--- src/include/stc_pkg.sv ---
// constants for the sixteen-bit timer control block
// assumes a single 125 MHz clock and a plain strobe register port
package stc_pkg;
  localparam int          ADDR_W        = 4;
  localparam int          DATA_W        = 16;
  localparam int          CNT_W         = 16;
  // register offsets (16-bit words)
  localparam logic [3:0]  ADDR_CONTROL  = 4'h0;
  localparam logic [3:0]  ADDR_COUNT    = 4'h1;
  localparam logic [3:0]  ADDR_PERIOD   = 4'h2;
  // control field positions
  localparam int          BIT_RUN       = 15;
  localparam int          BIT_IDLE_HALT = 13;
  localparam int          BIT_GATE      = 6;
  localparam int          BIT_PS_HI     = 5;
  localparam int          BIT_PS_LO     = 4;
  localparam int          BIT_SYNC      = 2;
  localparam int          BIT_CS        = 1;
  localparam logic [15:0] CONTROL_MASK  = 16'hA076;
  localparam logic [15:0] CONTROL_RESET = 16'h0000;
  localparam logic [15:0] COUNT_RESET   = 16'h0000;
  localparam logic [15:0] PERIOD_RESET  = 16'hFFFF;
  // prescale selections
  typedef enum logic [1:0] {
    STC_PS_1   = 2'h0,
    STC_PS_8   = 2'h1,
    STC_PS_64  = 2'h2,
    STC_PS_256 = 2'h3
  } stc_ps_e;
  localparam logic [7:0]  PS_MAX_8      = 8'h07;
  localparam logic [7:0]  PS_MAX_64     = 8'h3F;
  localparam logic [7:0]  PS_MAX_256    = 8'hFF;
endpackage : stc_pkg

--- src/design/stc_prescaler.sv ---
// input clock prescaler: one output tick per 1, 8, 64 or 256 input ticks
// assumes i_tick is a one-cycle pulse on the same clock
module stc_prescaler
  import stc_pkg::*;
(
  // clock and control
  input  wire logic       i_ref_clk,
  input  wire logic       i_reset_n,
  input  wire logic       i_clk_en,
  input  wire logic       i_clear,
  input  wire logic [1:0] i_select,
  // ticks
  input  wire logic       i_tick,
  output logic            o_tick
);
  logic [7:0] cnt_q;
  logic [7:0] cnt_d;
  logic [7:0] limit;
  logic       out_d;
  logic       out_q;

  always_comb begin
    unique case (stc_ps_e'(i_select))
      STC_PS_1:   limit = 8'h00;
      STC_PS_8:   limit = PS_MAX_8;
      STC_PS_64:  limit = PS_MAX_64;
      STC_PS_256: limit = PS_MAX_256;
    endcase
    cnt_d = cnt_q;
    out_d = 1'b0;
    if (i_clear) begin
      cnt_d = 8'h00;
    end else if (i_tick) begin
      if (cnt_q >= limit) begin
        cnt_d = 8'h00;
        out_d = 1'b1;
      end else begin
        cnt_d = cnt_q + 8'h01;
      end
    end
  end

  always_ff @(posedge i_ref_clk) begin
    if (!i_reset_n) begin
      cnt_q <= 8'h00;
      out_q <= 1'b0;
    end else if (i_clk_en) begin
      cnt_q <= cnt_d;
      out_q <= out_d;
    end
  end

  assign o_tick = out_q;
endmodule : stc_prescaler

--- src/design/stc_sync2.sv ---
// two-flop synchroniser for one level from outside the clock domain
// assumes the first flop feeds only the second
module stc_sync2 (
  // clock and control
  input  wire logic i_ref_clk,
  input  wire logic i_reset_n,
  input  wire logic i_clk_en,
  // level
  input  wire logic i_async,
  output logic      o_sync
);
  logic meta_q;
  logic meta_d;
  logic sync_q;
  logic sync_d;

  always_comb begin
    meta_d = i_async;
    sync_d = meta_q;
  end

  always_ff @(posedge i_ref_clk) begin
    if (!i_reset_n) begin
      meta_q <= 1'b0;
      sync_q <= 1'b0;
    end else if (i_clk_en) begin
      meta_q <= meta_d;
      sync_q <= sync_d;
    end
  end

  assign o_sync = sync_q;
endmodule : stc_sync2

--- src/design/stc_timer.sv ---
// sixteen-bit timer with run, idle halt, gate, prescale and clock source
// assumes a plain strobe register port and an asynchronous clock pin
//
// Summary of operation
// counter advances only while timer_run is set; clearing it stops counting.
// idle_halt set suspends the timer in idle; clear keeps it running.
// gate_accumulate_en is honoured only with the internal clock selected.
// prescale_select 00,01,10,11 divide the input by 1, 8, 64, 256.
// ext_clock_sync picks synchronised or raw pin counting; ignored internally.
// clock_source_select writes ignored while synchronised external counter runs.
// clock_source_select set counts pin rising edges, clear counts instruction clock.
module stc_timer
  import stc_pkg::*;
(
  // clock, reset, enable
  input  wire logic                      i_ref_clk,
  input  wire logic                      i_reset_n,
  input  wire logic                      i_clk_en,
  // register port
  input  wire logic [stc_pkg::ADDR_W-1:0] i_addr,
  input  wire logic [stc_pkg::DATA_W-1:0] i_wdata,
  input  wire logic                      i_wr,
  input  wire logic                      i_rd,
  output logic      [stc_pkg::DATA_W-1:0] o_rdata,
  // system state and pins
  input  wire logic                      i_idle,
  input  wire logic                      i_gate_pin,
  input  wire logic                      i_ext_clock_pin,
  // status
  output logic                           o_period_match
);
  import stc_pkg::*;

  logic [15:0] ctrl_q;
  logic [15:0] ctrl_d;
  logic [15:0] count_q;
  logic [15:0] count_d;
  logic [15:0] period_q;
  logic [15:0] period_d;
  logic [15:0] rdata_q;
  logic [15:0] rdata_d;
  logic        match_q;
  logic        match_d;
  logic        pin_sync;
  logic        gate_sync;
  logic        pin_prev_q;
  logic        raw_s1_q;
  logic        raw_s2_q;
  logic        raw_prev_q;
  logic        sync_edge;
  logic        raw_edge;
  logic        src_tick;
  logic        ps_tick;
  logic        run;
  logic        idle_halt;
  logic        gate_en;
  logic        ext_sync;
  logic        cs;
  logic        active;
  logic        ps_clear;

  assign run       = ctrl_q[BIT_RUN];
  assign idle_halt = ctrl_q[BIT_IDLE_HALT];
  assign gate_en   = ctrl_q[BIT_GATE];
  assign ext_sync  = ctrl_q[BIT_SYNC];
  assign cs        = ctrl_q[BIT_CS];

  stc_sync2 u_pin_sync (
    .i_ref_clk (i_ref_clk),
    .i_reset_n (i_reset_n),
    .i_clk_en  (i_clk_en),
    .i_async   (i_ext_clock_pin),
    .o_sync    (pin_sync)
  );

  stc_sync2 u_gate_sync (
    .i_ref_clk (i_ref_clk),
    .i_reset_n (i_reset_n),
    .i_clk_en  (i_clk_en),
    .i_async   (i_gate_pin),
    .o_sync    (gate_sync)
  );

  // unsynchronised path keeps its own flops for metastability safety;
  // its latency matches the synced path, so counts agree in both modes
  always_ff @(posedge i_ref_clk) begin
    if (!i_reset_n) begin
      pin_prev_q <= 1'b0;
      raw_s1_q   <= 1'b0;
      raw_s2_q   <= 1'b0;
      raw_prev_q <= 1'b0;
    end else if (i_clk_en) begin
      pin_prev_q <= pin_sync;
      raw_s1_q   <= i_ext_clock_pin;
      raw_s2_q   <= raw_s1_q;
      raw_prev_q <= raw_s2_q;
    end
  end

  assign sync_edge = pin_sync & ~pin_prev_q;
  assign raw_edge  = raw_s2_q & ~raw_prev_q;

  always_comb begin
    if (cs) begin
      src_tick = ext_sync ? sync_edge : raw_edge;
    end else if (gate_en) begin
      src_tick = gate_sync;
    end else begin
      src_tick = 1'b1;
    end
  end

  assign active   = run && !(idle_halt && i_idle);
  assign ps_clear = !run;

  stc_prescaler u_prescaler (
    .i_ref_clk (i_ref_clk),
    .i_reset_n (i_reset_n),
    .i_clk_en  (i_clk_en),
    .i_clear   (ps_clear),
    .i_select  (ctrl_q[BIT_PS_HI:BIT_PS_LO]),
    .i_tick    (src_tick && active),
    .o_tick    (ps_tick)
  );

  always_comb begin
    ctrl_d   = ctrl_q;
    count_d  = count_q;
    period_d = period_q;
    match_d  = 1'b0;
    rdata_d  = 16'h0000;
    if (ps_tick && active) begin
      if (count_q == period_q) begin
        count_d = COUNT_RESET;
        match_d = 1'b1;
      end else begin
        count_d = count_q + 16'h0001;
      end
    end
    if (i_wr) begin
      unique case (i_addr)
        ADDR_CONTROL: begin
          ctrl_d = i_wdata & CONTROL_MASK;
          if (cs && ext_sync && run) begin
            ctrl_d[BIT_CS] = cs;
          end
        end
        ADDR_COUNT:  count_d  = i_wdata;
        ADDR_PERIOD: period_d = i_wdata;
        default: ;
      endcase
    end
    if (i_rd) begin
      unique case (i_addr)
        ADDR_CONTROL: rdata_d = ctrl_q;
        ADDR_COUNT:   rdata_d = count_q;
        ADDR_PERIOD:  rdata_d = period_q;
        default:      rdata_d = 16'h0000;
      endcase
    end
  end

  always_ff @(posedge i_ref_clk) begin
    if (!i_reset_n) begin
      ctrl_q   <= CONTROL_RESET;
      count_q  <= COUNT_RESET;
      period_q <= PERIOD_RESET;
      rdata_q  <= 16'h0000;
      match_q  <= 1'b0;
    end else if (i_clk_en) begin
      ctrl_q   <= ctrl_d;
      count_q  <= count_d;
      period_q <= period_d;
      rdata_q  <= rdata_d;
      match_q  <= match_d;
    end
  end

  assign o_rdata        = rdata_q;
  assign o_period_match = match_q;
endmodule : stc_timer

--- config.mk ---
export PLATFORM = sky130hd
export DESIGN_NAME = stc_timer
export DESIGN_NICKNAME = d
export VERILOG_FILES = /design/src/include/stc_pkg.sv /design/src/design/stc_prescaler.sv /design/src/design/stc_sync2.sv /design/src/design/stc_timer.sv
export SDC_FILE = /design/constraint.sdc
export NUM_CORES = 1
export LEC_CHECK = 0
export ABC_AREA = 0
export BUFFER_PORTS_ARGS = -buffer_cell sky130_fd_sc_hd__buf_2
export CAP_MARGIN = 40
export CORE_MARGIN = 1.5
export CORE_UTILIZATION = 56
export CTS_CLUSTER_DIAMETER = 200
export DETAILED_ROUTE_END_ITERATION = 8
export GPL_ROUTABILITY_DRIVEN = 0
export PLACE_DENSITY_LB_ADDON = 0.12
export SYNTH_ARGS = -nofsm -noshare
export SYNTH_HDL_FRONTEND = slang
export SYNTH_HIERARCHICAL = 1
export SYNTH_SLANG_ARGS = --single-unit
--- constraint.sdc ---
create_clock -name i_ref_clk -period 3.9 [get_ports i_ref_clk]
set_input_delay 0.585 -clock i_ref_clk [delete_from_list [all_inputs] [get_ports i_ref_clk]]
set_output_delay 0.585 -clock i_ref_clk [all_outputs]
set_load 0.01 [all_outputs]
== Yosys cells after proc, flatten, opt, wreduce, memory -nomap -nowiden ==
Cells that the tools add are included.
Widths: inputs -> output; s select.

* Add/subtract/negate cells: 2
* $mul: 0
* Div/mod/pow operators: 0
* Order comparisons: 1
* Eq/ne operators: 7
* Shift operators: 0
* Muxes and demuxes: 17
* Bitwise logic cells: 3
* Reductions and logical operators: 13

{| class="wikitable"
|+ Operator list
! kind !! number
|-
| $mux 16 || 5
|-
| $pmux 16 s3 || 1
|-
| $pmux 8 s4 || 1
|-
| $mux 8 || 3
|-
| $add 16x1->16 const B || 1
|-
| $eq 16x16->1 || 1
|-
| $add 8x1->8 const B || 1
|-
| $ge 8x8->1 || 1
|-
| $mux 1 || 7
|-
| $logic_and 1x1->1 || 6
|-
| $reduce_and 3->1 || 2
|-
| $eq 2x2->1 const B || 2
|-
| $eq 4x1->1 const B || 1
|-
| $eq 4x2->1 const B || 1
|-
| $logic_not 4->1 || 1
|-
| $reduce_and 4->1 || 1
|-
| $eq 2x1->1 const B || 1
|-
| $logic_not 2->1 || 1
|-
| $ne 2x1->1 const B || 1
|-
| $not 1->1 || 2
|-
| $reduce_and 2->1 || 1
|-
| $and 1x1->1 || 1
|-
| $logic_not 1->1 || 1
|}

* Bits in registers: 70
* Latch bits: 0
* RAM bits: 0
* Memory bits (read-only): 0
* Input port bits: 28
* Word-level logic and storage cells: 56
* Memories kept: 0

== Logic depth before layout (Yosys ltp) ==
* Word-level depth: 7
* Depth in mapped cells: 8

== Modules after synthesis ==
Netlist, hierarchy kept.

{| class="wikitable"
|+ Modules (own cells, without submodules)
! module !! times used !! cells an instance !! area each (um^2) !! seq. area each (um^2)
|-
| stc_timer || 1 || 392 || 3080.5 || 1201.2
|-
| stc_prescaler || 1 || 79 || 633.1 || 180.2
|-
| stc_sync2 || 2 || 6 || 72.6 || 40.0
|}

== Least setup slack after synthesis ==
No wires, ideal clock.

* Path kind: in2reg
* From: input i_addr[1] in the netlist's numbering
* To: register count_q[11]
* Library setup time: 120 ps
* Arrival: 1825 ps
* Setup slack: 1955 ps
* Cell stages on the path: 5
* Path buffers: 0
* Path through: nor4b_4 > and2_4 > o21ai_1 > a32o_1 > o31a_1

* Word-level cells in the longest chain between the ends: 3

{| class="wikitable"
|+ RTL lines
! element !! line !! RTL
|-
| start, declared || stc_timer.sv:20 || <nowiki>input wire logic [stc_pkg::ADDR_W-1:0] i_addr,</nowiki>
|-
| $eq 4x1->1 || stc_timer.sv:141 || <nowiki>unique case (i_addr)</nowiki>
|-
| $mux 16 || stc_timer.sv:141 ||
|-
| $mux 16 || stc_timer.sv:140 || <nowiki>if (i_wr) begin</nowiki>
|-
| end signal, assigned || stc_timer.sv:172 || <nowiki>count_q <= count_d;</nowiki>
|-
| end, declared || stc_timer.sv:36 || <nowiki>logic [15:0] count_q;</nowiki>
|}

No other way between the ends.
A chain may end at the register's enable or synchronous reset.

== Worst setup path after layout ==
* From: register ctrl_q[5]
* To: register u_prescaler.cnt_q[2]

* Word-level cells in the longest chain between the ends: 6
* Elaborated cells between the ends (all ways): 9
* Those cells by class: 1 x order compare; 3 x eq/ne; 4 x mux; 1 x reduce/logical

{| class="wikitable"
|+ RTL lines
! element !! line !! RTL
|-
| start, declared || stc_timer.sv:34 || <nowiki>logic [15:0] ctrl_q;</nowiki>
|-
| start signal, assigned || stc_timer.sv:171 || <nowiki>ctrl_q <= ctrl_d;</nowiki>
|-
| $eq 2x2->1, or another cell as far along || stc_prescaler.sv:23 || <nowiki>unique case (stc_ps_e'(i_select))</nowiki>
|-
| $pmux 8 s4 * || stc_prescaler.sv:23 ||
|-
| $ge 8x8->1 * || stc_prescaler.sv:34 || <nowiki>if (cnt_q >= limit) begin</nowiki>
|-
| $mux 8 * || stc_prescaler.sv:34 ||
|-
| $mux 8 * || stc_prescaler.sv:33 || <nowiki>end else if (i_tick) begin</nowiki>
|-
| $mux 8 * || stc_prescaler.sv:31 || <nowiki>if (i_clear) begin</nowiki>
|-
| end signal, assigned || stc_prescaler.sv:48 || <nowiki>cnt_q <= cnt_d;</nowiki>
|-
| end, declared || stc_prescaler.sv:16 || <nowiki>logic [7:0] cnt_q;</nowiki>
|}

Mark *: on every way between the ends. The rest lies on a longest branch, timed or not. The select of a mux whose other input is x is not followed.

==> flow_metrics.py <==
metrics = {
    "critical_path": {
        "cp_max_fo": 11,
        "end_kind": "register",
        "worst_ep_required_time_ps": 4190,
        "cp.arrival_ps": 2600,
        "rr_worst_depth": 7,
        "worstSetupStartpointType": "register",
        "critical_path_class": "register to register",
        "crit_start": "ctrl_q[5]",
        "r2r-end": "u_prescaler/cnt_q[2]",
        "timing.rr.start": "ctrl_q[5]",
        "rrSetupSlack_ps": 1590,
    },
    "clock_tree": {
        "cts_setup_buffers": 0,
        "cts_tree": "done",
        "clk_pin_slew_worst_paths_ps": 80,
        "clock_latency_ps": 360,
        "cts_made_buffers": 9,
        "cts_root_buffer": "clkbuf_8",
        "post_cts_resized": 0,
        "cts-htree-levels": 3,
        "cts_buffer_depth": 2,
        "cts_hold_buffers": 0,
        "clock_sinks": 73,
    },
    "flow_run": {
        "cap_violations": 0,
    },
    "sta": {
        "whs_ps": 449,
        "hold_viol": 0,
        "tightestPinTransition_ps": 711,
        "setup_slack_ps": 1590,
        "rsz0062_at_grt": "no",
        "fin_skew_ps": 10.7,
        "fin_tns_setup_ps": 0,
        "slew_headroom_pct": 52.2,
        "finalCritPeriodShare_pct": 59.2,
        "max_freq_mhz": 433,
        "min_period_ps": 2310,
        "setup_viol": 0,
        "maxSlewViolCount": 0,
    },
    "synth": {
        "ys_seq_area_share_pct": 37.9,
        "synth_area_mm2": 0.00386,
        "yosysTopAreaCell": "dfxtp_1",
        "syn_inst": 483,
        "ys_async_sr_fraction_pct": 0,
        "syn-num-nets": 519,
        "synthTopCellsByArea": "dfxtp_1 38%, nand2_1 6.5%, a21oi_1 5.3%",
        "syn_avg_cell_area_um2": 7.99,
        "synth-main-ff-cell": "dfxtp_1",
        "ys_seq_elements": 73,
        "synth_edf_count": 0,
        "synth.distinct_cells": 58,
        "synth_top_area_share_pct": 37.9,
        "ys_warn_count": 6,
    },
    "cells_and_area": {
        "layout_commonest_cell": "dfxtp_1",
        "layout-area-overhead-vs-synth_pct": 10.5,
        "final_area_mm2": 0.00427,
        "register_area_mm2": 0.00146,
        "layout-drive-gt1-share_pct": 13.7,
        "n_fill_cell": 602,
        "n_antenna_cell": 0,
        "multiInputGateArea_mm2": 0.00220,
        "fin_nets": 550,
        "final_cell_mix": "73 x dfxtp_1, 67 x nand2_1, 52 x nor2_1",
    },
    "die": {
        "fp.dieH_um": 86.0,
        "io_pins": 45,
        "die_x_um": 86.0,
        "dieArea_mm2": 0.00740,
        "core_region_area_mm2": 0.00672,
        "rows": 30,
        "initial_core_util_pct": 57.4,
    },
    "global_routing": {
        "grt_use_met1_pct": 36.9,
        "globalRouteTotalUtil_pct": 28.6,
        "antenna_found_initial": 0,
        "grt_pass1_wl_um": 16500,
        "overflow": 0,
        "grt_max_degree": 38,
        "use_met3_pct": 5.87,
        "grt_pass1_vias": 3315,
        "gr-usage-met2_pct": 46.1,
        "top_usage_layer": "met2",
    },
    "drt": {
        "dr.pass1.iters": 6,
        "drcViolationCount": 0,
        "first_iter_violations": 281,
        "wl_per_cell_um": 17.1,
        "vias_per_cell": 6.19,
        "finalWirelength_um": 10200,
        "dr_total_vias": 3708,
        "ant_nets": 0,
    },
    "placed_design": {
        "io_buffers": 44,
        "placed_cell_area_mm2": 0.00407,
        "dpl.hpwl_um": 7200,
        "place_ws_ps": 1500,
    },
    "power_and_ir_drop": {
        "power.density_mw_per_mm2": 350,
        "power.leakage_nw": 1.66,
        "totalPowerFinal_w": 0.00149,
        "peakVddDrop_v": 0.000213,
    },
    "hold_path": {
        "worstHoldStart": "i_wdata[12]",
        "hp-class": "input port to register",
        "holdPathStages": 3,
        "whs_endpoint": "period_q[12]",
    },
    "run_status": {
        "status": "complete, no violations",
    },
}
[power by group]
| part | leakage [nW] | internal (W) | switching (W) |
|---|---|---|---|
| registers | 0.591 | 0.000759 | 0.0000208 |
| clock network | 0.0929 | 0.000298 | 0.000300 |
| logic | 0.971 | 0.0000431 | 0.0000719 |
[through the flow]
stage | utilization (%) | std cells
3_5_place_dp | 60.6 | 583
4_1_cts | 63.5 | 599
3_3_place_gp | 60.6 | 583
5_1_grt | 63.5 | 599
2_1_floorplan | - | 483
6_report | 63.5 | 599
[routing by layer]
metal	share of wire, %	routed length (µm)
met1	43	4400
met2	47	4820
met3	6.6	677
met4	3.2	330
met5	0	0
[final cells by class]
type	instances	area share, %
multi-input cells	367	51.6
flip-flops and latches	73	34.3
repair buffers	48	5.87
clock buffers	10	2.99
well taps	80	2.35
clock inverters	6	1.58
inverters	15	1.32
[registers in the layout (all words and copies together), names as in the netlist]
register,count
o_rdata,16
u_pin_sync/meta_q,1
period_q,16
o_period_match,1
count_q,16
u_gate_sync/o_sync,1
u_pin_sync/o_sync,1
u_gate_sync/meta_q,1
u_prescaler/o_tick,1
ctrl_q,7
raw_s1_q,1
raw_prev_q,1
raw_s2_q,1
pin_prev_q,1
u_prescaler/cnt_q,8
[worst max-delay path by stage]
stage / end / slack (ps) / cells after the start
2_1_floorplan: count_q[11] / 1960 / 5
3_3_place_gp: count_q[8] / 1560 / 7
3_5_place_dp: count_q[8] / 1500 / 7
4_1_cts: u_prescaler/cnt_q[7] / 1610 / 7
5_1_grt: u_prescaler/cnt_q[2] / 1410 / 7
6_report: u_prescaler/cnt_q[2] / 1590 / 7
[worst max-delay path, cell delays in order, from the launching register on]
cell and delay, ps:
dfxtp_1 440, inv_1 110, ha_1 330, o211a_1 130
a211o_1 310, a2111oi_4 630, nand4_1 180, o21ai_1 110
[Yosys cell counts (2+ instances only)]
library cell  instances
inv_1                13
ha_1                  8
nand2_1              67
a32oi_1               2
nand3b_1              4
o21ai_1               9
a31oi_1               7
nor4b_4               2
xor2_1               17
and4_1                5
a32o_1                3
or3_1                 3
nand3_1              38
o21a_1                2
nor3_1                9
o311a_1               2
clkbuf_1             14
buf_1                 2
dfxtp_1              73
o21ai_0               6
and3_1               10
nand4_1               9
and2_1                3
buf_2                 9
nor2b_1               5
a21oi_1              41
buf_6                 3
a22oi_1              18
mux2i_1              14
o31a_1                3
nor4_1                4
nor2_1               52
[cell families after synthesis]
| kind of cell | after synthesis | share of synthesized area, % |
|---|---|---|
| buffers and inverters | 43 | 5.06 |
| AND/OR/NAND/NOR | 217 | 27.7 |
| adder cells (fa/ha/maj) | 8 | 2.59 |
| AO/OA/AOI/OAI | 109 | 18.8 |
| multiplexers | 15 | 3.92 |
| XOR/XNOR | 18 | 4.09 |
| flip-flops | 73 | 37.9 |
No activity file was read; power rests on OpenSTA's default activity.
